<file path="src/eed_pkg.sv">
/*
 * Shared constants and types for the serial EEPROM instruction decoder:
 * op-codes, sub-codes, field widths, clock counts and command kinds.
 * Assumes nothing of its surroundings; imported by every design file.
 */
`default_nettype none
package eed_pkg;
   // Op-codes shifted in after the start bit
   localparam logic [1:0] OPC_READ = 2'h2;
   localparam logic [1:0] OPC_WRITE = 2'h1;
   localparam logic [1:0] OPC_ERASE = 2'h3;
   localparam logic [1:0] OPC_SPECIAL = 2'h0;
   // Sub-codes in the two leading address bits under OPC_SPECIAL
   localparam logic [1:0] ENABLE_WRITES_CMD = 2'h3;
   localparam logic [1:0] DISABLE_WRITES_CMD = 2'h0;
   localparam logic [1:0] ERASE_ALL_SUB = 2'h2;
   localparam logic [1:0] FILL_ALL_SUB = 2'h1;
   // Field widths and clock counts
   localparam int ADDR_MAX_W = 11;
   localparam int DATA_MAX_W = 16;
   localparam logic [4:0] BYTE_W = 5'h08;
   localparam logic [4:0] WORD_W = 5'h10;
   localparam logic [4:0] HDR_CLKS = 5'h03;
   localparam logic [3:0] ABASE_1K = 4'h6;
   localparam logic [3:0] ABASE_4K = 4'h8;
   localparam logic [3:0] ABASE_16K = 4'hA;
   localparam logic [4:0] CNT_MAX = 5'h1F;
   // Values after reset
   localparam logic WEN_RST = 1'b0;
   localparam logic DOUT_RST = 1'b0;
   // Command kinds handed to the array sequencer
   typedef enum logic [1:0] {
      write_one_cmd = 2'h0,
      erase_one_cmd = 2'h1,
      erase_everything_cmd = 2'h2,
      fill_everything_cmd = 2'h3
   } eed_cmd_t;
   localparam int CMD_W = 2 + ADDR_MAX_W + DATA_MAX_W;
   // Decoder states, one-hot
   typedef enum logic [7:0] {
      st_idle = 8'h01,
      st_hunt = 8'h02,
      st_opc = 8'h04,
      st_addr = 8'h08,
      st_data = 8'h10,
      st_read = 8'h20,
      st_tail = 8'h40,
      st_status = 8'h80
   } eed_state_t;
endpackage
`default_nettype wire

</file>
<file path="src/eed_sync.sv">
/*
 * Two-flop synchroniser for a group of pin inputs.
 * Assumes the inputs are asynchronous to clk_in; only stage two is read.
 */
`default_nettype none
module eed_sync
   import eed_pkg::*;
#(
   parameter int WIDTH = 3
)
(
   input wire logic clk_in,
   input wire logic rst_n_in,
   input wire logic [WIDTH-1:0] async_in,
   output logic [WIDTH-1:0] sync_out
);
   // Both stages in one struct
   typedef struct packed {
      logic [WIDTH-1:0] s1;
      logic [WIDTH-1:0] s2;
   } eed_sync_t;
   eed_sync_t sync_q;
   eed_sync_t sync_d;

   // Shift through two stages
   always_comb
   begin
      sync_d.s1 = async_in;
      sync_d.s2 = sync_q.s1;
   end

   // Register the stages
   always_ff @(posedge clk_in)
   begin
      if (!rst_n_in)
      begin
         sync_q <= '0;
      end
      else
      begin
         sync_q <= sync_d;
      end
   end

   assign sync_out = sync_q.s2;
endmodule
`default_nettype wire

</file>
<file path="src/eed_buf2.sv">
/*
 * Two-entry buffer with registered outputs (output stage plus spare).
 * Assumes the consumer may hold out_ready_in low indefinitely.
 */
`default_nettype none
module eed_buf2
   import eed_pkg::*;
#(
   parameter int WIDTH = CMD_W
)
(
   input wire logic clk_in,
   input wire logic rst_n_in,
   input wire logic in_valid_in,
   input wire logic [WIDTH-1:0] in_data_in,
   output logic in_ready_out,
   output logic out_valid_out,
   output logic [WIDTH-1:0] out_data_out,
   input wire logic out_ready_in
);
   // Head entry drives the outputs, spare catches a stalled push
   typedef struct packed {
      logic hv;
      logic [WIDTH-1:0] hd;
      logic sv;
      logic [WIDTH-1:0] sd;
   } eed_buf_t;
   eed_buf_t b_q;
   eed_buf_t b_d;
   logic push;
   logic pop;

   // Move spare to head on pop, park new words behind
   always_comb
   begin
      b_d = b_q;
      push = in_valid_in && !b_q.sv;
      pop = b_q.hv && out_ready_in;
      if (pop)
      begin
         b_d.hv = b_q.sv;
         b_d.hd = b_q.sd;
         b_d.sv = 1'b0;
      end
      if (push)
      begin
         // Land in head if it is free after this cycle
         if (!b_d.hv)
         begin
            b_d.hv = 1'b1;
            b_d.hd = in_data_in;
         end
         else
         begin
            b_d.sv = 1'b1;
            b_d.sd = in_data_in;
         end
      end
   end

   // Register the entries
   always_ff @(posedge clk_in)
   begin
      if (!rst_n_in)
      begin
         b_q <= '0;
      end
      else
      begin
         b_q <= b_d;
      end
   end

   // Full means spare taken; ready is a flop, never a loop
   assign in_ready_out = !b_q.sv;
   assign out_valid_out = b_q.hv;
   assign out_data_out = b_q.hd;
endmodule
`default_nettype wire

</file>
<file path="src/eed_decoder.sv">
/*
 * Serial EEPROM instruction decoder: samples select, serial clock, data
 * and width-select pins, decodes the seven instructions, checks the clock
 * count, streams read data and hands write/erase commands to the array.
 * Assumes an array sequencer on clk_in that answers read requests within
 * a few cycles and reports its self-timed cycle on array_busy_in.
 */
// Summary of operation
// - Seven instructions: read, write, enable, disable, erase, erases, fills
// - First sampled 1 after select is start
// - Two op-code bits then address, MSB first
// - 10 read, 01 write, 11 erase
// - Op 00: address top bits pick sub-instruction
// - Width pin 0 byte, 1 word
// - 1-Kbit: address 6 word, 7 byte
// - 2/4-Kbit: address 8 word, 9 byte
// - 8/16-Kbit: address 10 word, 11 byte
// - 2-Kbit ignores top address bit
// - 8-Kbit ignores top address bit
// - 1-Kbit clock counts 18/25, 10/9
// - 2/4-Kbit clock counts 20/27, 12/11
// - 8/16-Kbit clock counts 22/29, 14/13
// - Write and fill shift data MSB first
// - Fully static: no minimum serial clock rate; edges sampled on clk_in
// - Read: dummy 0, MSB first, auto-increment
// - Wrong clock count aborts modifying instructions
// - Writes disabled at reset until enabled
// - Busy shows 0, ready 1; input ignored
`default_nettype none
module eed_decoder
   import eed_pkg::*;
#(
   parameter int DENSITY_KBIT = 16
)
(
   input wire logic clk_in,
   input wire logic rst_n_in,
   input wire logic sel_in,
   input wire logic sclk_in,
   input wire logic din_in,
   input wire logic org_in,
   output logic dout_out,
   output logic dout_oe_out,
   output logic wen_out,
   output logic rd_req_out,
   output logic [ADDR_MAX_W-1:0] rd_addr_out,
   input wire logic rd_ack_in,
   input wire logic [DATA_MAX_W-1:0] rd_data_in,
   input wire logic array_busy_in,
   output logic cmd_valid_out,
   output logic [1:0] cmd_kind_out,
   output logic [ADDR_MAX_W-1:0] cmd_addr_out,
   output logic [DATA_MAX_W-1:0] cmd_data_out,
   input wire logic cmd_ready_in
);
   // Address base width and ignored top bit per density
   localparam logic [3:0] ABASE = (DENSITY_KBIT == 1) ? ABASE_1K :
      (DENSITY_KBIT <= 4) ? ABASE_4K :
      ABASE_16K;
   localparam logic [3:0] IGN = ((DENSITY_KBIT == 2) || (DENSITY_KBIT == 8)) ?
      4'h1 : 4'h0;

   // Whole decoder state
   typedef struct packed {
      eed_state_t st;
      logic sel_prev;
      logic sclk_prev;
      logic [4:0] cnt;
      logic [4:0] bitn;
      logic [1:0] opc;
      logic [ADDR_MAX_W-1:0] addr;
      logic [DATA_MAX_W-1:0] data;
      logic [DATA_MAX_W-1:0] sh;
      logic wen;
      logic status;
      logic dout;
      logic oe;
      logic rd_req;
      logic push;
      logic [CMD_W-1:0] word;
   } eed_core_t;
   eed_core_t c_q;
   eed_core_t c_d;

   logic [3:0] pins_s;
   logic sel_s;
   logic sclk_s;
   logic din_s;
   logic org_s;
   logic buf_ready;
   logic busy;
   logic rise;
   logic [3:0] aw;
   logic [4:0] dw;
   logic [ADDR_MAX_W-1:0] amask;
   logic [ADDR_MAX_W-1:0] addr_n;
   logic [DATA_MAX_W-1:0] data_n;
   logic [1:0] sub;
   logic has_data;
   logic [4:0] expect_cnt;

   // Pins come from the master's domain
   eed_sync #(
      .WIDTH(4)
   ) u_sync (
      .clk_in(clk_in),
      .rst_n_in(rst_n_in),
      .async_in({sel_in, sclk_in, din_in, org_in}),
      .sync_out(pins_s)
   );
   assign {sel_s, sclk_s, din_s, org_s} = pins_s;

   // Field geometry from width pin and density
   always_comb
   begin
      aw = ABASE + (org_s ? 4'h0 : 4'h1);
      dw = org_s ? WORD_W : BYTE_W;
      amask = ADDR_MAX_W'((12'h001 << (aw - IGN)) - 12'h001);
      addr_n = ADDR_MAX_W'({c_q.addr, din_s});
      data_n = {c_q.data[DATA_MAX_W-2:0], din_s};
      // Only the two leading bits matter; the rest are don't-care
      sub = 2'(c_q.addr >> (aw - 4'h2));
      has_data = (c_q.opc == OPC_WRITE) ||
         ((c_q.opc == OPC_SPECIAL) && (sub == FILL_ALL_SUB));
      // Start + op-code + address (+ data)
      expect_cnt = HDR_CLKS + 5'(aw) + (has_data ? dw : 5'h00);
   end

   // Self-timed cycle or a queued command makes the device busy
   assign busy = array_busy_in || cmd_valid_out || !buf_ready;
   // Edges found by sampling; no edge is expected at any given rate
   assign rise = sclk_s && !c_q.sclk_prev;

   // Decoder next state
   always_comb
   begin
      c_d = c_q;
      c_d.sel_prev = sel_s;
      c_d.sclk_prev = sclk_s;
      c_d.push = 1'b0;
      // Array answer loads the output shifter
      if (rd_ack_in && c_q.rd_req)
      begin
         c_d.rd_req = 1'b0;
         c_d.sh = org_s ? rd_data_in : {rd_data_in[7:0], 8'h00};
      end
      if (!sel_s && c_q.sel_prev)
      begin
         // Select fell: act only on a full instruction
         if (c_q.st == st_tail)
         begin
            case (c_q.opc)
               OPC_WRITE:
               begin
                  // Exact count and writes enabled, else abort
                  if (c_q.wen && (c_q.cnt == expect_cnt))
                  begin
                     c_d.push = 1'b1;
                     c_d.word = {write_one_cmd, c_q.addr & amask, c_q.data};
                  end
               end
               OPC_ERASE:
               begin
                  if (c_q.wen && (c_q.cnt == expect_cnt))
                  begin
                     c_d.push = 1'b1;
                     c_d.word = {erase_one_cmd, c_q.addr & amask, 16'h0000};
                  end
               end
               OPC_SPECIAL:
               begin
                  case (sub)
                     ENABLE_WRITES_CMD: c_d.wen = 1'b1;
                     DISABLE_WRITES_CMD: c_d.wen = 1'b0;
                     ERASE_ALL_SUB:
                     begin
                        if (c_q.wen && (c_q.cnt == expect_cnt))
                        begin
                           c_d.push = 1'b1;
                           c_d.word = {erase_everything_cmd, 11'h000, 16'h0000};
                        end
                     end
                     default:
                     begin
                        if (c_q.wen && (c_q.cnt == expect_cnt))
                        begin
                           c_d.push = 1'b1;
                           c_d.word = {fill_everything_cmd, 11'h000, c_q.data};
                        end
                     end
                  endcase
               end
               default:
               begin
                  c_d.push = 1'b0;
               end
            endcase
            // Show busy/ready on the next select high
            if (c_d.push)
            begin
               c_d.status = 1'b1;
            end
         end
         // Partial instructions just vanish
         c_d.st = st_idle;
         c_d.oe = 1'b0;
         c_d.dout = DOUT_RST;
         c_d.rd_req = 1'b0;
      end
      else if (sel_s)
      begin
         case (c_q.st)
            st_idle:
            begin
               // Select rose: hunt, or report status
               c_d.st = c_q.status ? st_status : st_hunt;
               c_d.oe = c_q.status;
               c_d.dout = !busy;
            end
            st_status:
            begin
               c_d.dout = !busy;
               // Start bit only once ready; input ignored while busy
               if (rise && din_s && !busy)
               begin
                  c_d.status = 1'b0;
                  c_d.oe = 1'b0;
                  c_d.dout = DOUT_RST;
                  c_d.st = st_opc;
                  c_d.cnt = 5'h01;
                  c_d.bitn = 5'h00;
               end
            end
            st_hunt:
            begin
               // Leading zeros are skipped
               if (rise && din_s && !busy)
               begin
                  c_d.st = st_opc;
                  c_d.cnt = 5'h01;
                  c_d.bitn = 5'h00;
               end
            end
            st_opc:
            begin
               if (rise)
               begin
                  c_d.opc = {c_q.opc[0], din_s};
                  c_d.cnt = c_q.cnt + 5'h01;
                  c_d.bitn = c_q.bitn + 5'h01;
                  if (c_q.bitn == 5'h01)
                  begin
                     c_d.st = st_addr;
                     c_d.bitn = 5'h00;
                     c_d.addr = '0;
                  end
               end
            end
            st_addr:
            begin
               if (rise)
               begin
                  c_d.addr = addr_n;
                  c_d.cnt = c_q.cnt + 5'h01;
                  c_d.bitn = c_q.bitn + 5'h01;
                  if (c_q.bitn == 5'(aw - 4'h1))
                  begin
                     c_d.bitn = 5'h00;
                     if (c_q.opc == OPC_READ)
                     begin
                        // Dummy zero first, fetch the location
                        c_d.st = st_read;
                        c_d.addr = addr_n & amask;
                        c_d.dout = 1'b0;
                        c_d.oe = 1'b1;
                        c_d.rd_req = 1'b1;
                     end
                     else if ((c_q.opc == OPC_WRITE) || ((c_q.opc == OPC_SPECIAL) &&
                        (2'(addr_n >> (aw - 4'h2)) == FILL_ALL_SUB)))
                     begin
                        c_d.st = st_data;
                     end
                     else
                     begin
                        c_d.st = st_tail;
                     end
                  end
               end
            end
            st_data:
            begin
               if (rise)
               begin
                  c_d.data = data_n;
                  c_d.cnt = c_q.cnt + 5'h01;
                  c_d.bitn = c_q.bitn + 5'h01;
                  if (c_q.bitn == (dw - 5'h01))
                  begin
                     // Byte sits in the low bits
                     c_d.data = org_s ? data_n : {8'h00, data_n[7:0]};
                     c_d.st = st_tail;
                  end
               end
            end
            st_tail:
            begin
               // Extra clocks spoil the count
               if (rise && (c_q.cnt != CNT_MAX))
               begin
                  c_d.cnt = c_q.cnt + 5'h01;
               end
            end
            st_read:
            begin
               if (rise)
               begin
                  c_d.dout = c_q.sh[DATA_MAX_W-1];
                  c_d.sh = {c_q.sh[DATA_MAX_W-2:0], 1'b0};
                  c_d.bitn = c_q.bitn + 5'h01;
                  if (c_q.bitn == (dw - 5'h01))
                  begin
                     // Next location, rolls over, no dummy bit
                     c_d.bitn = 5'h00;
                     c_d.addr = (c_q.addr + 11'h001) & amask;
                     c_d.rd_req = 1'b1;
                  end
               end
            end
            default:
            begin
               c_d.st = st_idle;
            end
         endcase
      end
   end

   // Register the decoder; writes start disabled
   always_ff @(posedge clk_in)
   begin
      if (!rst_n_in)
      begin
         c_q <= '0;
         c_q.st <= st_idle;
         c_q.wen <= WEN_RST;
      end
      else
      begin
         c_q <= c_d;
      end
   end

   // Commands wait here; a full buffer reads as busy
   eed_buf2 #(
      .WIDTH(CMD_W)
   ) u_buf (
      .clk_in(clk_in),
      .rst_n_in(rst_n_in),
      .in_valid_in(c_q.push),
      .in_data_in(c_q.word),
      .in_ready_out(buf_ready),
      .out_valid_out(cmd_valid_out),
      .out_data_out({cmd_kind_out, cmd_addr_out, cmd_data_out}),
      .out_ready_in(cmd_ready_in)
   );

   assign dout_out = c_q.dout;
   assign dout_oe_out = c_q.oe;
   assign wen_out = c_q.wen;
   assign rd_req_out = c_q.rd_req;
   assign rd_addr_out = c_q.addr;
endmodule
`default_nettype wire

</file>
<file path="config.mk">
export PLATFORM = sky130hd
export DESIGN_NAME = eed_decoder
export DESIGN_NICKNAME = d
export VERILOG_FILES = /design/src/eed_pkg.sv /design/src/eed_sync.sv /design/src/eed_buf2.sv /design/src/eed_decoder.sv
export SDC_FILE = /design/constraint.sdc
export NUM_CORES = 1
export LEC_CHECK = 0
export ABC_CLOCK_PERIOD_IN_PS = 5500
export BUFFER_PORTS_ARGS = -buffer_cell sky130_fd_sc_hd__clkbuf_2
export CORE_UTILIZATION = 60
export DETAILED_ROUTE_END_ITERATION = 10
export PLACE_DENSITY = 0.77
export SYNTH_ARGS = -nofsm -noshare
export SYNTH_HDL_FRONTEND = slang
export SYNTH_SLANG_ARGS = --single-unit
</file>
<file path="constraint.sdc">
create_clock -name clk_in -period 5.5 [get_ports clk_in]
set_input_delay 0.275 -clock clk_in [delete_from_list [all_inputs] [get_ports clk_in]]
set_output_delay 0.275 -clock clk_in [all_outputs]
set_load 0.005 [all_outputs]
</file>
======== Yosys cells after proc, flatten, opt, wreduce, memory -nomap -nowiden ========
Cells that the tools add are included.
word-level totals
  output and inout bits ................... 45
  input port bits ......................... 25
  word-level logic and storage cells ...... 197
  register bits after elaboration ......... 168
cells by class
  shift operators ......................... 3
  equality and inequality tests ........... 38
  muxes and demuxes ....................... 70
  bitwise logic cells ..................... 6
  $add $sub $neg .......................... 10
  reduce and logical (&&, ||, !) cells .... 48
operators by type and width
  kind                                            count
  2-to-1 mux 30 bit                               5
  2-to-1 mux 16 bit                               8
  one-hot mux 29 bit (3 select lines)             1
  2-to-1 mux 8 bit                                9
  2-to-1 mux 11 bit                               6
  2-to-1 mux 60 bit                               1
  one-hot mux 30 bit (2 select lines)             1
  one-hot mux 5 bit (5 select lines)              2
  one-hot mux 8 bit (6 select lines)              1
  2-to-1 mux 5 bit                                7
  bitwise AND 11 bit                              3
  one-hot mux 11 bit (3 select lines)             1
  2-to-1 mux 31 bit                               1
  2-to-1 mux 10 bit                               3
  2-to-1 mux 29 bit                               1
  != test 2 bit (second input constant)           13
  AND reduction 8 bit                             3
  2-to-1 mux 23 bit                               1
  >> shifter 11 x 4 -> 2 bit                      2
  equality test 5 bit                             3
  2-to-1 mux 3 bit                                4
  AND reduction 4 bit                             3
  AND reduction 6 bit                             2
  adder 11 x 1 -> 11 bit (second input constant)  1
  43 further kinds                                93

======== Logic depth before layout (Yosys ltp) ========
Gate-level depths: netlist (run 1).
  depth after elaboration ................. 19
  mapped depth ............................ 13
  gate-level depth less buffers ........... 9

======== By module ========
A second synthesis (run 1) with hierarchy kept.
unflattened totals
  cell total of the unflattened synthesis .. 1037
  area, all modules ....................... 8541.9 sq um
by module, submodules not included
  module       sequential area each (sq um)  cells an instance  times used  area an instance (sq um)
  eed_decoder  2001.9                        688                1           5630.4
  eed_buf2     1201.2                        333                1           2701.3
  eed_sync     160.2                         16                 1           210.2

======== Worst setup path before layout (run 1) ========
No wires, ideal clock.
  path kind ............................... flip-flop to flip-flop
  start point ............................. reg u_sync.sync_q (netlist bit u_sync.sync_out[0])
  end point ............................... reg c_q[10] (netlist bit)
  path slack .............................. 2297 ps
  path buffers ............................ 3
  arrival time ............................ 3132 ps
  setup time .............................. 72 ps
  stages on the path, launching flop included .. 13
  clock period less this slack ............ 3203 ps
  required time ........................... 5428 ps
  cells stage by stage .................... dfxtp_1 -> clkbuf_1 -> buf_1 -> mux2i_1 -> inv_1 -> ha_1 -> a21oi_1 -> mux2i_1 -> o2111a_1 -> nor3b_1 -> buf_2 -> nand2_1 -> mux2i_1
between the ends
  cells in the longest elaborated chain, start to end .. 13
  elaborated cells between the ends (all ways) .. 24
  those cells by class .................... add/sub (4); eq/ne (8); shift (1); mux (5); reduce/logical (6)
RTL lines
  what                                                                             RTL line            text
  start, declared                                                                  eed_sync.sv:22      eed_sync_t sync_q;
  start signal, assigned                                                           eed_sync.sv:41      sync_q <= sync_d;
  2-to-1 mux 1 bit                                                                 eed_decoder.sv:116  aw = ABASE + (org_s ? 4'h0 : 4'h1);
  adder 4 x 1 -> 4 bit                                                             eed_decoder.sv:116
  subtractor 4 x 2 -> 4 bit                                                        eed_decoder.sv:122  sub = 2'(c_q.addr >> (aw - 4'h2));
  >> shifter 11 x 4 -> 2 bit                                                       eed_decoder.sv:122
  equality test 2 x 1 -> 1 bit                                                     eed_decoder.sv:124  ((c_q.opc == OPC_SPECIAL) && (sub == FILL_ALL_SUB));
  logical AND 1 bit                                                                eed_decoder.sv:124
  logical OR 1 bit                                                                 eed_decoder.sv:123  has_data = (c_q.opc == OPC_WRITE) ||
  2-to-1 mux 5 bit                                                                 eed_decoder.sv:126  expect_cnt = HDR_CLKS + 5'(aw) + (has_data ? dw : 5'h00);
  adder 5 bit                                                                      eed_decoder.sv:126
  equality test 5 bit                                                              --
  logical AND 1 bit                                                                --
  != test 2 bit (no source line) / != test 2 x 1 -> 1 bit (equally long branches)  --
  AND reduction 7 bit (no source line)                                             --
  end, declared                                                                    eed_decoder.sv:82   eed_core_t c_q;
Several ways; a longest one is shown, not always the timed one.
A chain may end at the register's enable or synchronous reset.

======== Worst setup path in the final report (run 1) ========
  start point ............................. reg c_q[95] (netlist bit)
  end point ............................... reg c_q[83] (netlist bit)
between the ends
  cells in the longest elaborated chain, start to end .. 4
  elaborated cells between the ends (all ways) .. 15
  those cells by class .................... eq/ne (11); mux (1); reduce/logical (3)
RTL lines
  what                                                                                  RTL line            text
  equality test 8 bit / equality test 8 x 2 -> 1 bit (equally long branches)            eed_decoder.sv:212  case (c_q.st)
  OR reduction 2 bit (no source line)                                                   --
  nonzero test 5 bit (no source line) / != test 2 x 1 -> 1 bit (equally long branches)  --
  AND reduction 8 bit (no source line)                                                  --
Several ways; a longest one is shown, not always the timed one.

==> results.py, run 1 <==
metrics = {
    "timing": {
        "period_needed_ps": 3470,
        "hold_viol": 0,
        "finClkSkew_ps": 7.895,
        "max_freq_mhz": 288.2,
        "setup_viol_count_final": 0,
        "final.setup.worst_slack_ps": 2030,
        "tns_ps": 0,
        "worst_pin_slew_ps": 1197,
        "post-route-period-util_pct": 63.09,
        "drv_slew": 0,
        "slew_headroom_pct": 19.96,
        "rsz0062_at_grt": "false",
        "holdWs_ps": 46.93,
    },
    "setup_path": {
        "crit_path_max_incr_delay_ps": 930,
        "required_ps": 5850,
        "reg2reg_depth": 5,
        "cp_slowest_cell": "nor4b_1",
        "cp.arrival_ps": 3820,
        "path_cells": "nor4b_1 -> and2_0 -> a222oi_1 -> or4_1 -> a21oi_1",
        "worstSetupPathType": "register to register",
        "reg2reg_to": "c_q[83]",
        "end_kind": "register",
        "rr_startpoint": "c_q[95]",
        "ff2ff_setup_slack_ps": 2030,
        "worst_setup_path_start_kind": "register",
        "crit_fanout": 18,
    },
    "logic_synthesis": {
        "synth-seq-cells": 168,
        "synth_top_family_by_area": "simple AND/OR/NAND/NOR gates",
        "async_reset_ff_share_pct": 0,
        "synth-compound-area-share_pct": 15.50,
        "synth-edff-count": 0,
        "ys_seq_area_share_pct": 41.39,
        "yosys.area_share.simple_pct": 26.24,
        "synth_nets": 1051,
        "synth_fa_ha_area_share_pct": 1.848,
        "yosys_warnings": 0,
        "ys_dominant_reg_cell": "dfxtp_1",
        "syn-cell-area_mm2": 0.008127,
        "syn_area_per_cell_um2": 8.014,
        "syn_inst": 1014,
        "synth_xor_area_share_pct": 0.8622,
        "synthMuxAreaShare_pct": 5.804,
        "synth_cell_types": 69,
    },
    "clock_network": {
        "cts_hold_buf": 0,
        "path_clk_slew_ps": 60,
        "tritoncts": "built",
        "clock_path_buffers": 2,
        "htree_levels": 4,
        "cts.sinks": 168,
        "cts_resized": 0,
        "postCtsSetupBuffers": 0,
        "insertion_delay_ps": 430,
        "root_buffer": "clkbuf_16",
        "numCtsBuffers": 17,
    },
    "layout": {
        "num-nets-final": 1035,
        "post-route-util_pct": 65.96,
        "area_growth_pct": 7.483,
        "fill_cells": 1202,
        "design_area_mm2": 0.008735,
        "antennaDiodeCount": 0,
        "stdcell_count": 1185,
        "drive_above_1_share_pct": 12.88,
    },
    "hold_path": {
        "holdPathStages": 2,
        "hp-class": "input port to register",
        "hp-start": "org_in",
        "min_to": "u_sync.sync_d[0]",
    },
    "global_routing": {
        "grt_pass1_wl_mm": 29.60,
        "antenna_found_initial": 0,
        "gr-total-overflow": 0,
        "grt_pass1_vias": 6154,
        "grt_max_degree": 98,
        "grt_usage_pct": 25.98,
    },
    "routing": {
        "viasPerCell": 5.786,
        "detail-route-antenna-nets": 0,
        "vias": 6856,
        "wire_per_inst_um": 15.04,
        "wl_mm": 17.82,
        "drc": 0,
        "drt_iter0_markers": 705,
        "dr.pass1.iters": 7,
    },
    "power": {
        "leakagePower_nw": 3.076,
        "total_power_mw": 2.502,
        "power.density_mw_per_mm2": 286.5,
        "peakVddDrop_v": 0.0002219,
    },
    "floorplanning": {
        "die-area_mm2": 0.01401,
        "coreArea_mm2": 0.01324,
        "ios": 70,
        "chipWidth_um": 118.4,
        "fp.dieH_um": 118.4,
        "initial_core_util_pct": 61.37,
        "row_count": 42,
    },
    "placed_design": {
        "gp_congestion": 0.9406,
        "dpl_worst_slack_ps": 2228,
        "io_buffers": 69,
        "place_inst": 1155,
        "dp_hpwl_mm": 11.57,
        "placed_cell_area_mm2": 0.008134,
    },
    "status": {
        "status": "complete, no violations",
    },
    "run": {
        "cap_violations": 0,
    },
}
## cells in the mapped netlist, drive strengths merged, types with 6 or more instances
master / instances / area [um^2]
a211oi: 7 / 52.55
a21oi: 85 / 425.4
a311oi: 38 / 332.8
a31oi: 7 / 43.79
and2: 12 / 75.08
buf: 61 / 426.7
clkbuf: 51 / 191.4
dfxtp: 168 / 3363
ha: 12 / 150.1
inv: 14 / 52.55
mux2i: 46 / 460.4
nand2: 223 / 837.1
nand2b: 10 / 62.56
nand3: 58 / 290.3
nor2: 78 / 305.3
nor2b: 7 / 43.79
nor3: 18 / 90.09
nor4: 8 / 65.06
nor4b: 6 / 52.55
o211ai: 12 / 90.09
o21ai: 21 / 105.1
or4: 6 / 48.80
or4b: 6 / 63.81
xnor2: 6 / 52.55
## registers in the layout (all words and copies together) (netlist names)
register	count
dout_out	1
rd_req_out	1
wen_out	1
u_sync.sync_d	4
rd_addr_out	11
c_q	85
u_sync.sync_out	4
u_buf.b_q	30
dout_oe_out	1
u_buf.out_valid_out	1
u_buf.out_data_out	29
## how the worst max path moves through the flow
stage / from / to / slack, ps / cells after the start
floorplan: u_sync.sync_out[0] / c_q[10] / 2300 / 12
global placement: c_q[95] / c_q[83] / 2290 / 5
detailed placement: c_q[95] / c_q[83] / 2230 / 5
CTS: c_q[95] / c_q[83] / 2140 / 5
global route: c_q[95] / c_q[83] / 1840 / 5
finish: c_q[95] / c_q[83] / 2030 / 5
## critical path, delay by kind of cell, from the launching register on
kind | cells | cell delay, ps
DFF | 1 | 630
AOI/OAI and AO/OA | 2 | 510
and+or+nand+nor | 3 | 2250
## layer usage
| layer | vias to the layer above | global-route usage (%) | share of wire, % |
|---|---|---|---|
| li1 | 3476 | - | - |
| met1 | 3156 | 34.89 | 47 |
| met2 | 187 | 41.65 | 46 |
| met3 | 37 | 5.019 | 4.6 |
| met4 | 0 | 9.177 | 2.0 |
| met5 | - | 0 | 0 |
## cell usage in the layout, fill, tap and decap left out, types with 9 or more instances in the layout
master / n
a21oi_1: 85
buf_4: 9
clkbuf_2: 69
ha_1: 12
dfxtp_1: 168
mux2i_1: 46
o211ai_1: 12
and2_1: 11
inv_1: 13
nand2_1: 223
nor3_1: 18
nor2_1: 75
a311oi_1: 38
nand2b_1: 10
clkbuf_16: 17
o21ai_0: 21
nand3_1: 58
## kinds of logic (layout without fill, tap and decap cells)
family	count (synthesis)	after routing
xor+xnor	8	8
compound gates	193	193
fa+ha+maj	12	12
flops	168	168
simple gates	459	459
mux	47	47
buf+inv	127	122
## area by class of cell
class | instances | area, um^2 | area share, %
Tap cell | 176 | 220.2 | 2.521
Clock buffer | 19 | 452.9 | 5.185
Multi-Input combinational cell | 719 | 4084 | 46.76
Inverter | 14 | 53.80 | 0.6160
Timing Repair Buffer | 78 | 412.9 | 4.727
Clock inverter | 11 | 147.6 | 1.690
Sequential cell | 168 | 3363 | 38.50
## power by group
part	leakage [nW]	internal (mW)	switching, mW
Sequential	1.35	1.22	0.00495
Combinational	1.43	0.0189	0.0450
Clock	0.295	0.734	0.479
Total	3.08	1.97	0.529
(Power assumes the default switching activity.)
==> run 2: changes to the inputs <==
--- a/config.mk
+++ b/config.mk
@@ -5,7 +5,7 @@
 export SDC_FILE = /design/constraint.sdc
 export NUM_CORES = 1
 export LEC_CHECK = 0
-export ABC_CLOCK_PERIOD_IN_PS = 5500
+export ABC_CLOCK_PERIOD_IN_PS = 3550
 export BUFFER_PORTS_ARGS = -buffer_cell sky130_fd_sc_hd__clkbuf_2
 export CORE_UTILIZATION = 60
 export DETAILED_ROUTE_END_ITERATION = 10
==> constraint.sdc (replaced) <==
create_clock -name clk_in -period 3.55 [get_ports clk_in]
set_input_delay 0.1775 -clock clk_in [delete_from_list [all_inputs] [get_ports clk_in]]
set_output_delay 0.1775 -clock clk_in [all_outputs]
set_load 0.005 [all_outputs]
==> results.py, run 2 (same netlist as run 1, synthesis figures left out) <==
metrics = {
    "setup_path": {
        "worst_setup_path_start_kind": "register",
        "required_ps": 3910,
        "reg2reg_depth": 6,
        "ff2ff_setup_slack_ps": 660,
        "worstSetupPathType": "register to register",
        "rr_startpoint": "c_q[92]",
        "reg2reg_to": "c_q[99]",
        "end_kind": "register",
        "crit_fanout": 13,
        "cp.arrival_ps": 3250,
    },
    "floorplanning": {
        "ios": 70,
        "chipWidth_um": 118.4,
        "coreArea_mm2": 0.01324,
        "initial_core_util_pct": 61.37,
        "fp.dieH_um": 118.4,
        "row_count": 42,
        "die-area_mm2": 0.01401,
    },
    "routing": {
        "dr.pass1.iters": 5,
        "wl_met1_mm": 8.755,
        "vias": 7094,
        "top_layer": "met4",
        "drt_iter0_markers": 542,
        "viasPerCell": 5.897,
        "detail-route-antenna-nets": 0,
        "met3_length_um": 891,
        "wire_per_inst_um": 15.21,
        "wl_mm": 18.29,
        "drc": 0,
        "wl_met2_mm": 8.225,
    },
    "layout": {
        "area_growth_pct": 9.222,
        "largest_register_ffs": 85,
        "drive_above_1_share_pct": 13.92,
        "post-route-util_pct": 67.03,
        "layout_commonest_cell": "nand2_1",
        "fill_cells": 1104,
        "multiInputGateArea_mm2": 0.004084,
        "antennaDiodeCount": 0,
        "regArea_mm2": 0.003363,
        "num-nets-final": 1051,
        "final_cell_mix": "nand2_1 (223), dfxtp_1 (168), a21oi_1 (85)",
        "largest-register": "c_q",
    },
    "clock_network": {
        "postCtsSetupBuffers": 0,
        "numCtsBuffers": 17,
        "cts.sinks": 168,
        "root_buffer": "clkbuf_16",
        "htree_levels": 4,
        "tritoncts": "built",
        "path_clk_slew_ps": 60,
        "clock_path_buffers": 2,
        "insertion_delay_ps": 430,
        "cts_resized": 0,
    },
    "global_routing": {
        "grt_pass1_wl_mm": 30.79,
        "grt_max_degree": 59,
        "grt_usage_pct": 26.83,
        "antenna_found_initial": 0,
        "gr-total-overflow": 0,
        "grt_pass1_vias": 6256,
    },
    "hold_path": {
        "min_to": "c_q[36]",
        "hp-start": "rd_data_in[1]",
        "holdPathStages": 3,
        "hp-class": "input port to register",
    },
    "power": {
        "leakagePower_nw": 3.148,
        "peakVddDrop_v": 0.0004129,
        "switchingPower_mw": 0.8590,
        "swShare_pct": 21.92,
        "power.density_mw_per_mm2": 441.6,
        "combPwrFrac_pct": 2.7,
        "seq_power_share_pct": 48.5,
        "p_int_mw": 3.060,
        "power_frac_clock_pct": 48.9,
    },
    "timing": {
        "worst_pin_slew_ps": 1079,
        "post-route-period-util_pct": 81.53,
        "slew_headroom_pct": 27.92,
        "drv_slew": 0,
        "finClkSkew_ps": 10.53,
        "hold_viol": 0,
        "tns_ps": 0,
        "max_freq_mhz": 345.5,
        "setup_viol_count_final": 0,
        "rsz0062_at_grt": "false",
        "period_needed_ps": 2894,
    },
    "placed_design": {
        "gp_congestion": 0.9053,
        "io_buffers": 69,
        "dp_hpwl_mm": 11.83,
    },
    "run": {
        "cap_violations": 0,
    },
    "status": {
        "status": "complete, no violations",
    },
}
[run 2: changes by cell type in the layout (fill, tap and decap cells not counted)]
cell,delta
inv_6,+1
clkinvlp_4,+2
clkinv_4,-1
inv_8,+1
clkbuf_1,+1
clkbuf_8,-1
buf_4,+12
dlygate4sd3_1,+4
clkinv_2,-1
[run 2: stage by stage]
| step | instance area [um^2] | setup slack (ps) | cells | total power, mW | hold WS [ps] |
|---|---|---|---|---|---|
| floorplan | 8127 | 346.7 | 1014 | 2.007 | 304.8 |
| detailed placement | 8224 | 672.0 | 1167 | 2.043 | 386.9 |
| global route | 8876 | 427.1 | 1203 | 4.035 | 39.86 |
| finish | 8876 | 655.6 | 1203 | 3.919 | 51.18 |
| CTS | 8876 | 666.1 | 1203 | 3.937 | 37.52 |
| global placement | 8224 | 678.3 | 1167 | 2.043 | 387.1 |
[run 2: cell type report]
type	count	share of cell area, %
multi-input cells	719	46.01
repair buffers	94	6.118
inverters	14	0.6061
well taps	176	2.481
clock buffers	19	4.990
clock inverters	13	1.903
flip-flops and latches	168	37.89
[run 2: worst max-delay path by stage]
stage | startpoint | slack (ps) | to
floorplan | u_sync.sync_out[0] | 350 | c_q[10]
global placement | c_q[92] | 680 | c_q[99]
detailed placement | c_q[92] | 670 | c_q[99]
CTS | c_q[92] | 670 | c_q[99]
global route | u_sync.sync_out[0] | 430 | c_q[8]
finish | c_q[92] | 660 | c_q[99]
[run 2: worst max-delay path: stages (launching register included)]
cell	delay, ps
dfxtp_1	420
or4_1	770
or3_1	430
o221ai_2	270
or4_1	480
mux2_2	390
nor2_1	70
[run 2: per-layer routing]
layer	global-route usage [%]	up-vias
met2	41.88	228
met5	0	-
li1	-	3507
met3	5.357	38
met1	36.81	3321
met4	9.652	0
[run 2: power by group through the flow]
stage               registers [mW]  logic (mW)  clock network (mW)
global route                  1.90       0.113                2.02
detailed placement            1.94      0.0999                   0
global placement              1.94       0.100                   0
finish                        1.90       0.104                1.91
CTS                           1.90       0.104                1.93
floorplan                     1.94      0.0694                   0
[run 2: repair_timing]
action                                  in CTS  in global routing
endpoints found under the setup margin       0                  0
hold buffers                                 4                  0
hold endpoints to repair                     4                  0
==> run 3: changes to the inputs <==
--- a/config.mk
+++ b/config.mk
@@ -5,7 +5,7 @@
 export SDC_FILE = /design/constraint.sdc
 export NUM_CORES = 1
 export LEC_CHECK = 0
-export ABC_CLOCK_PERIOD_IN_PS = 3550
+export ABC_CLOCK_PERIOD_IN_PS = 2770
 export BUFFER_PORTS_ARGS = -buffer_cell sky130_fd_sc_hd__clkbuf_2
 export CORE_UTILIZATION = 60
 export DETAILED_ROUTE_END_ITERATION = 10
==> constraint.sdc (replaced) <==
create_clock -name clk_in -period 2.77 [get_ports clk_in]
set_input_delay 0.1385 -clock clk_in [delete_from_list [all_inputs] [get_ports clk_in]]
set_output_delay 0.1385 -clock clk_in [all_outputs]
set_load 0.005 [all_outputs]
==> results.py, run 3 (same netlist as run 1, synthesis figures left out) <==
metrics = {
    "power": {
        "leakagePower_nw": 3.300,
        "switchingPower_mw": 1.127,
        "p_int_mw": 4.008,
        "power_frac_clock_pct": 49.7,
        "peakVddDrop_v": 0.0003781,
        "power.density_mw_per_mm2": 559.7,
        "seq_power_share_pct": 47.3,
        "combPwrFrac_pct": 2.9,
        "swShare_pct": 21.95,
    },
    "global_routing": {
        "grt_pass1_vias": 6617,
        "grt_max_degree": 78,
        "antenna_found_initial": 0,
        "grt_pass1_wl_mm": 31.28,
        "grt_usage_pct": 27.27,
        "gr-total-overflow": 0,
    },
    "floorplanning": {
        "die-area_mm2": 0.01401,
        "chipWidth_um": 118.4,
        "ios": 70,
        "fp.dieH_um": 118.4,
        "row_count": 42,
        "initial_core_util_pct": 61.37,
        "coreArea_mm2": 0.01324,
    },
    "layout": {
        "drive_above_1_share_pct": 16.32,
        "area_growth_pct": 12.92,
        "stdcell_count": 1230,
        "design_area_mm2": 0.009176,
        "layout_commonest_cell": "nand2_1",
        "largest-register": "c_q",
        "final_cell_mix": "nand2_1 (223), dfxtp_1 (167), a21oi_1 (85)",
        "largest_register_ffs": 85,
        "fill_cells": 1078,
        "antennaDiodeCount": 0,
        "num-nets-final": 1078,
    },
    "clock_network": {
        "cts.sinks": 168,
        "insertion_delay_ps": 430,
        "numCtsBuffers": 17,
        "root_buffer": "clkbuf_16",
        "path_clk_slew_ps": 70,
        "clock_path_buffers": 2,
        "htree_levels": 4,
        "tritoncts": "built",
    },
    "timing": {
        "rsz0062_at_grt": "false",
        "hold_viol": 0,
        "final.setup.worst_slack_ps": 132.5,
        "max_freq_mhz": 379.1,
        "post-route-period-util_pct": 95.22,
        "drv_slew": 0,
        "setup_viol_count_final": 0,
        "slew_headroom_pct": 48.08,
        "worst_pin_slew_ps": 778.9,
        "holdWs_ps": 6.021,
        "finClkSkew_ps": 5.196,
        "tns_ps": 0,
        "period_needed_ps": 2638,
    },
    "placed_design": {
        "placed_cell_area_mm2": 0.008463,
        "io_buffers": 69,
        "dpl_worst_slack_ps": 122.8,
        "dp_hpwl_mm": 12.16,
        "place_inst": 1191,
        "gp_congestion": 0.9435,
    },
    "status": {
        "status": "complete, no violations",
    },
    "setup_path": {
        "ff2ff_setup_slack_ps": 130,
        "crit_buf_inv": 0,
        "crit_fanout": 12,
        "cp_slowest_cell": "or4_4",
        "path_cells": "or4_4 -> nor4_4 -> nor2_2 -> a221o_2 -> or4_1 -> a21oi_1",
        "rr_startpoint": "c_q[95]",
        "worstSetupPathType": "register to register",
        "reg2reg_to": "c_q[83]",
        "required_ps": 3120,
        "cpLargestDelayFamily": "simple AND/OR/NAND/NOR gates",
        "cp.arrival_ps": 2980,
        "worst_setup_path_start_kind": "register",
        "reg2reg_depth": 6,
        "crit_path_max_incr_delay_ps": 590,
        "end_kind": "register",
    },
    "routing": {
        "wl_mm": 18.61,
        "viasPerCell": 5.795,
        "wire_per_inst_um": 15.13,
        "vias": 7128,
        "detail-route-antenna-nets": 0,
        "drc": 0,
        "drt_iter0_markers": 713,
        "dr.pass1.iters": 5,
    },
    "hold_path": {
        "hp-class": "input port to register",
        "holdPathStages": 3,
        "hp-start": "rd_data_in[3]",
        "min_to": "c_q[38]",
    },
    "run": {
        "cap_violations": 0,
    },
}
-- run 3: power by group through the flow --
stage / Combinational (mW) / Sequential (mW) / Clock [mW]
5_1_grt: 0.163 / 2.43 / 2.69
6_report: 0.151 / 2.43 / 2.55
3_3_place_gp: 0.141 / 2.49 / 0
4_1_cts: 0.149 / 2.43 / 2.58
2_1_floorplan: 0.0896 / 2.48 / 0
3_5_place_dp: 0.141 / 2.49 / 0
-- run 3: final cells by class --
cell class	count	area, um^2	share of cell area (%)
Clock inverter	15	215.2	2.345
Inverter	14	53.80	0.5863
Sequential cell	168	3364	36.66
Clock buffer	17	425.4	4.636
Multi-Input combinational cell	719	4094	44.61
Timing Repair Buffer	121	803.3	8.754
Tap cell	176	220.2	2.400
-- run 3: per-layer routing --
layer  GRT usage [%]  part of all wire [%]  up-vias
li1                -                     -     3559
met1           36.52                    47     3311
met2           42.68                    46      222
met3           5.792                   5.4       36
met4           11.31                   2.2        0
met5               0                     0        -
-- run 3: repair_timing --
| item | CTS | global route |
|---|---|---|
| setup buffers | 0 | 0 |
| endpoints found under the hold margin | 7 | 0 |
| hold buffers | 7 | 0 |
| setup endpoints to repair | 0 | 30 |
| resized for setup | 0 | 2 |
-- run 3: how the worst max path moves through the flow --
stage / startpoint / end / slack [ps] / cells after the start
4_1_cts: u_sync.sync_out[0] / c_q[28] / 110 / 8
3_3_place_gp: u_sync.sync_out[0] / c_q[96] / 180 / 7
6_report: c_q[95] / c_q[83] / 130 / 6
5_1_grt: u_sync.sync_out[0] / c_q[28] / 30 / 8
3_5_place_dp: u_sync.sync_out[0] / c_q[28] / 120 / 8
2_1_floorplan: u_sync.sync_out[0] / c_q[10] / -10 / 12
-- run 3: per-stage QoR --
stage	total power, mW	utilization, %
2_1_floorplan	2.573	-
3_3_place_gp	2.626	63.91
3_5_place_dp	2.627	63.91
4_1_cts	5.158	69.27
5_1_grt	5.278	69.29
6_report	5.136	69.29
-- run 3: tightest hold or removal path, delay by kind of cell --
kind                   cells  cell delay (ps)
AOI/OAI and AO/OA          1               80
and+or+nand+nor            1               80
buffers and inverters      1               90
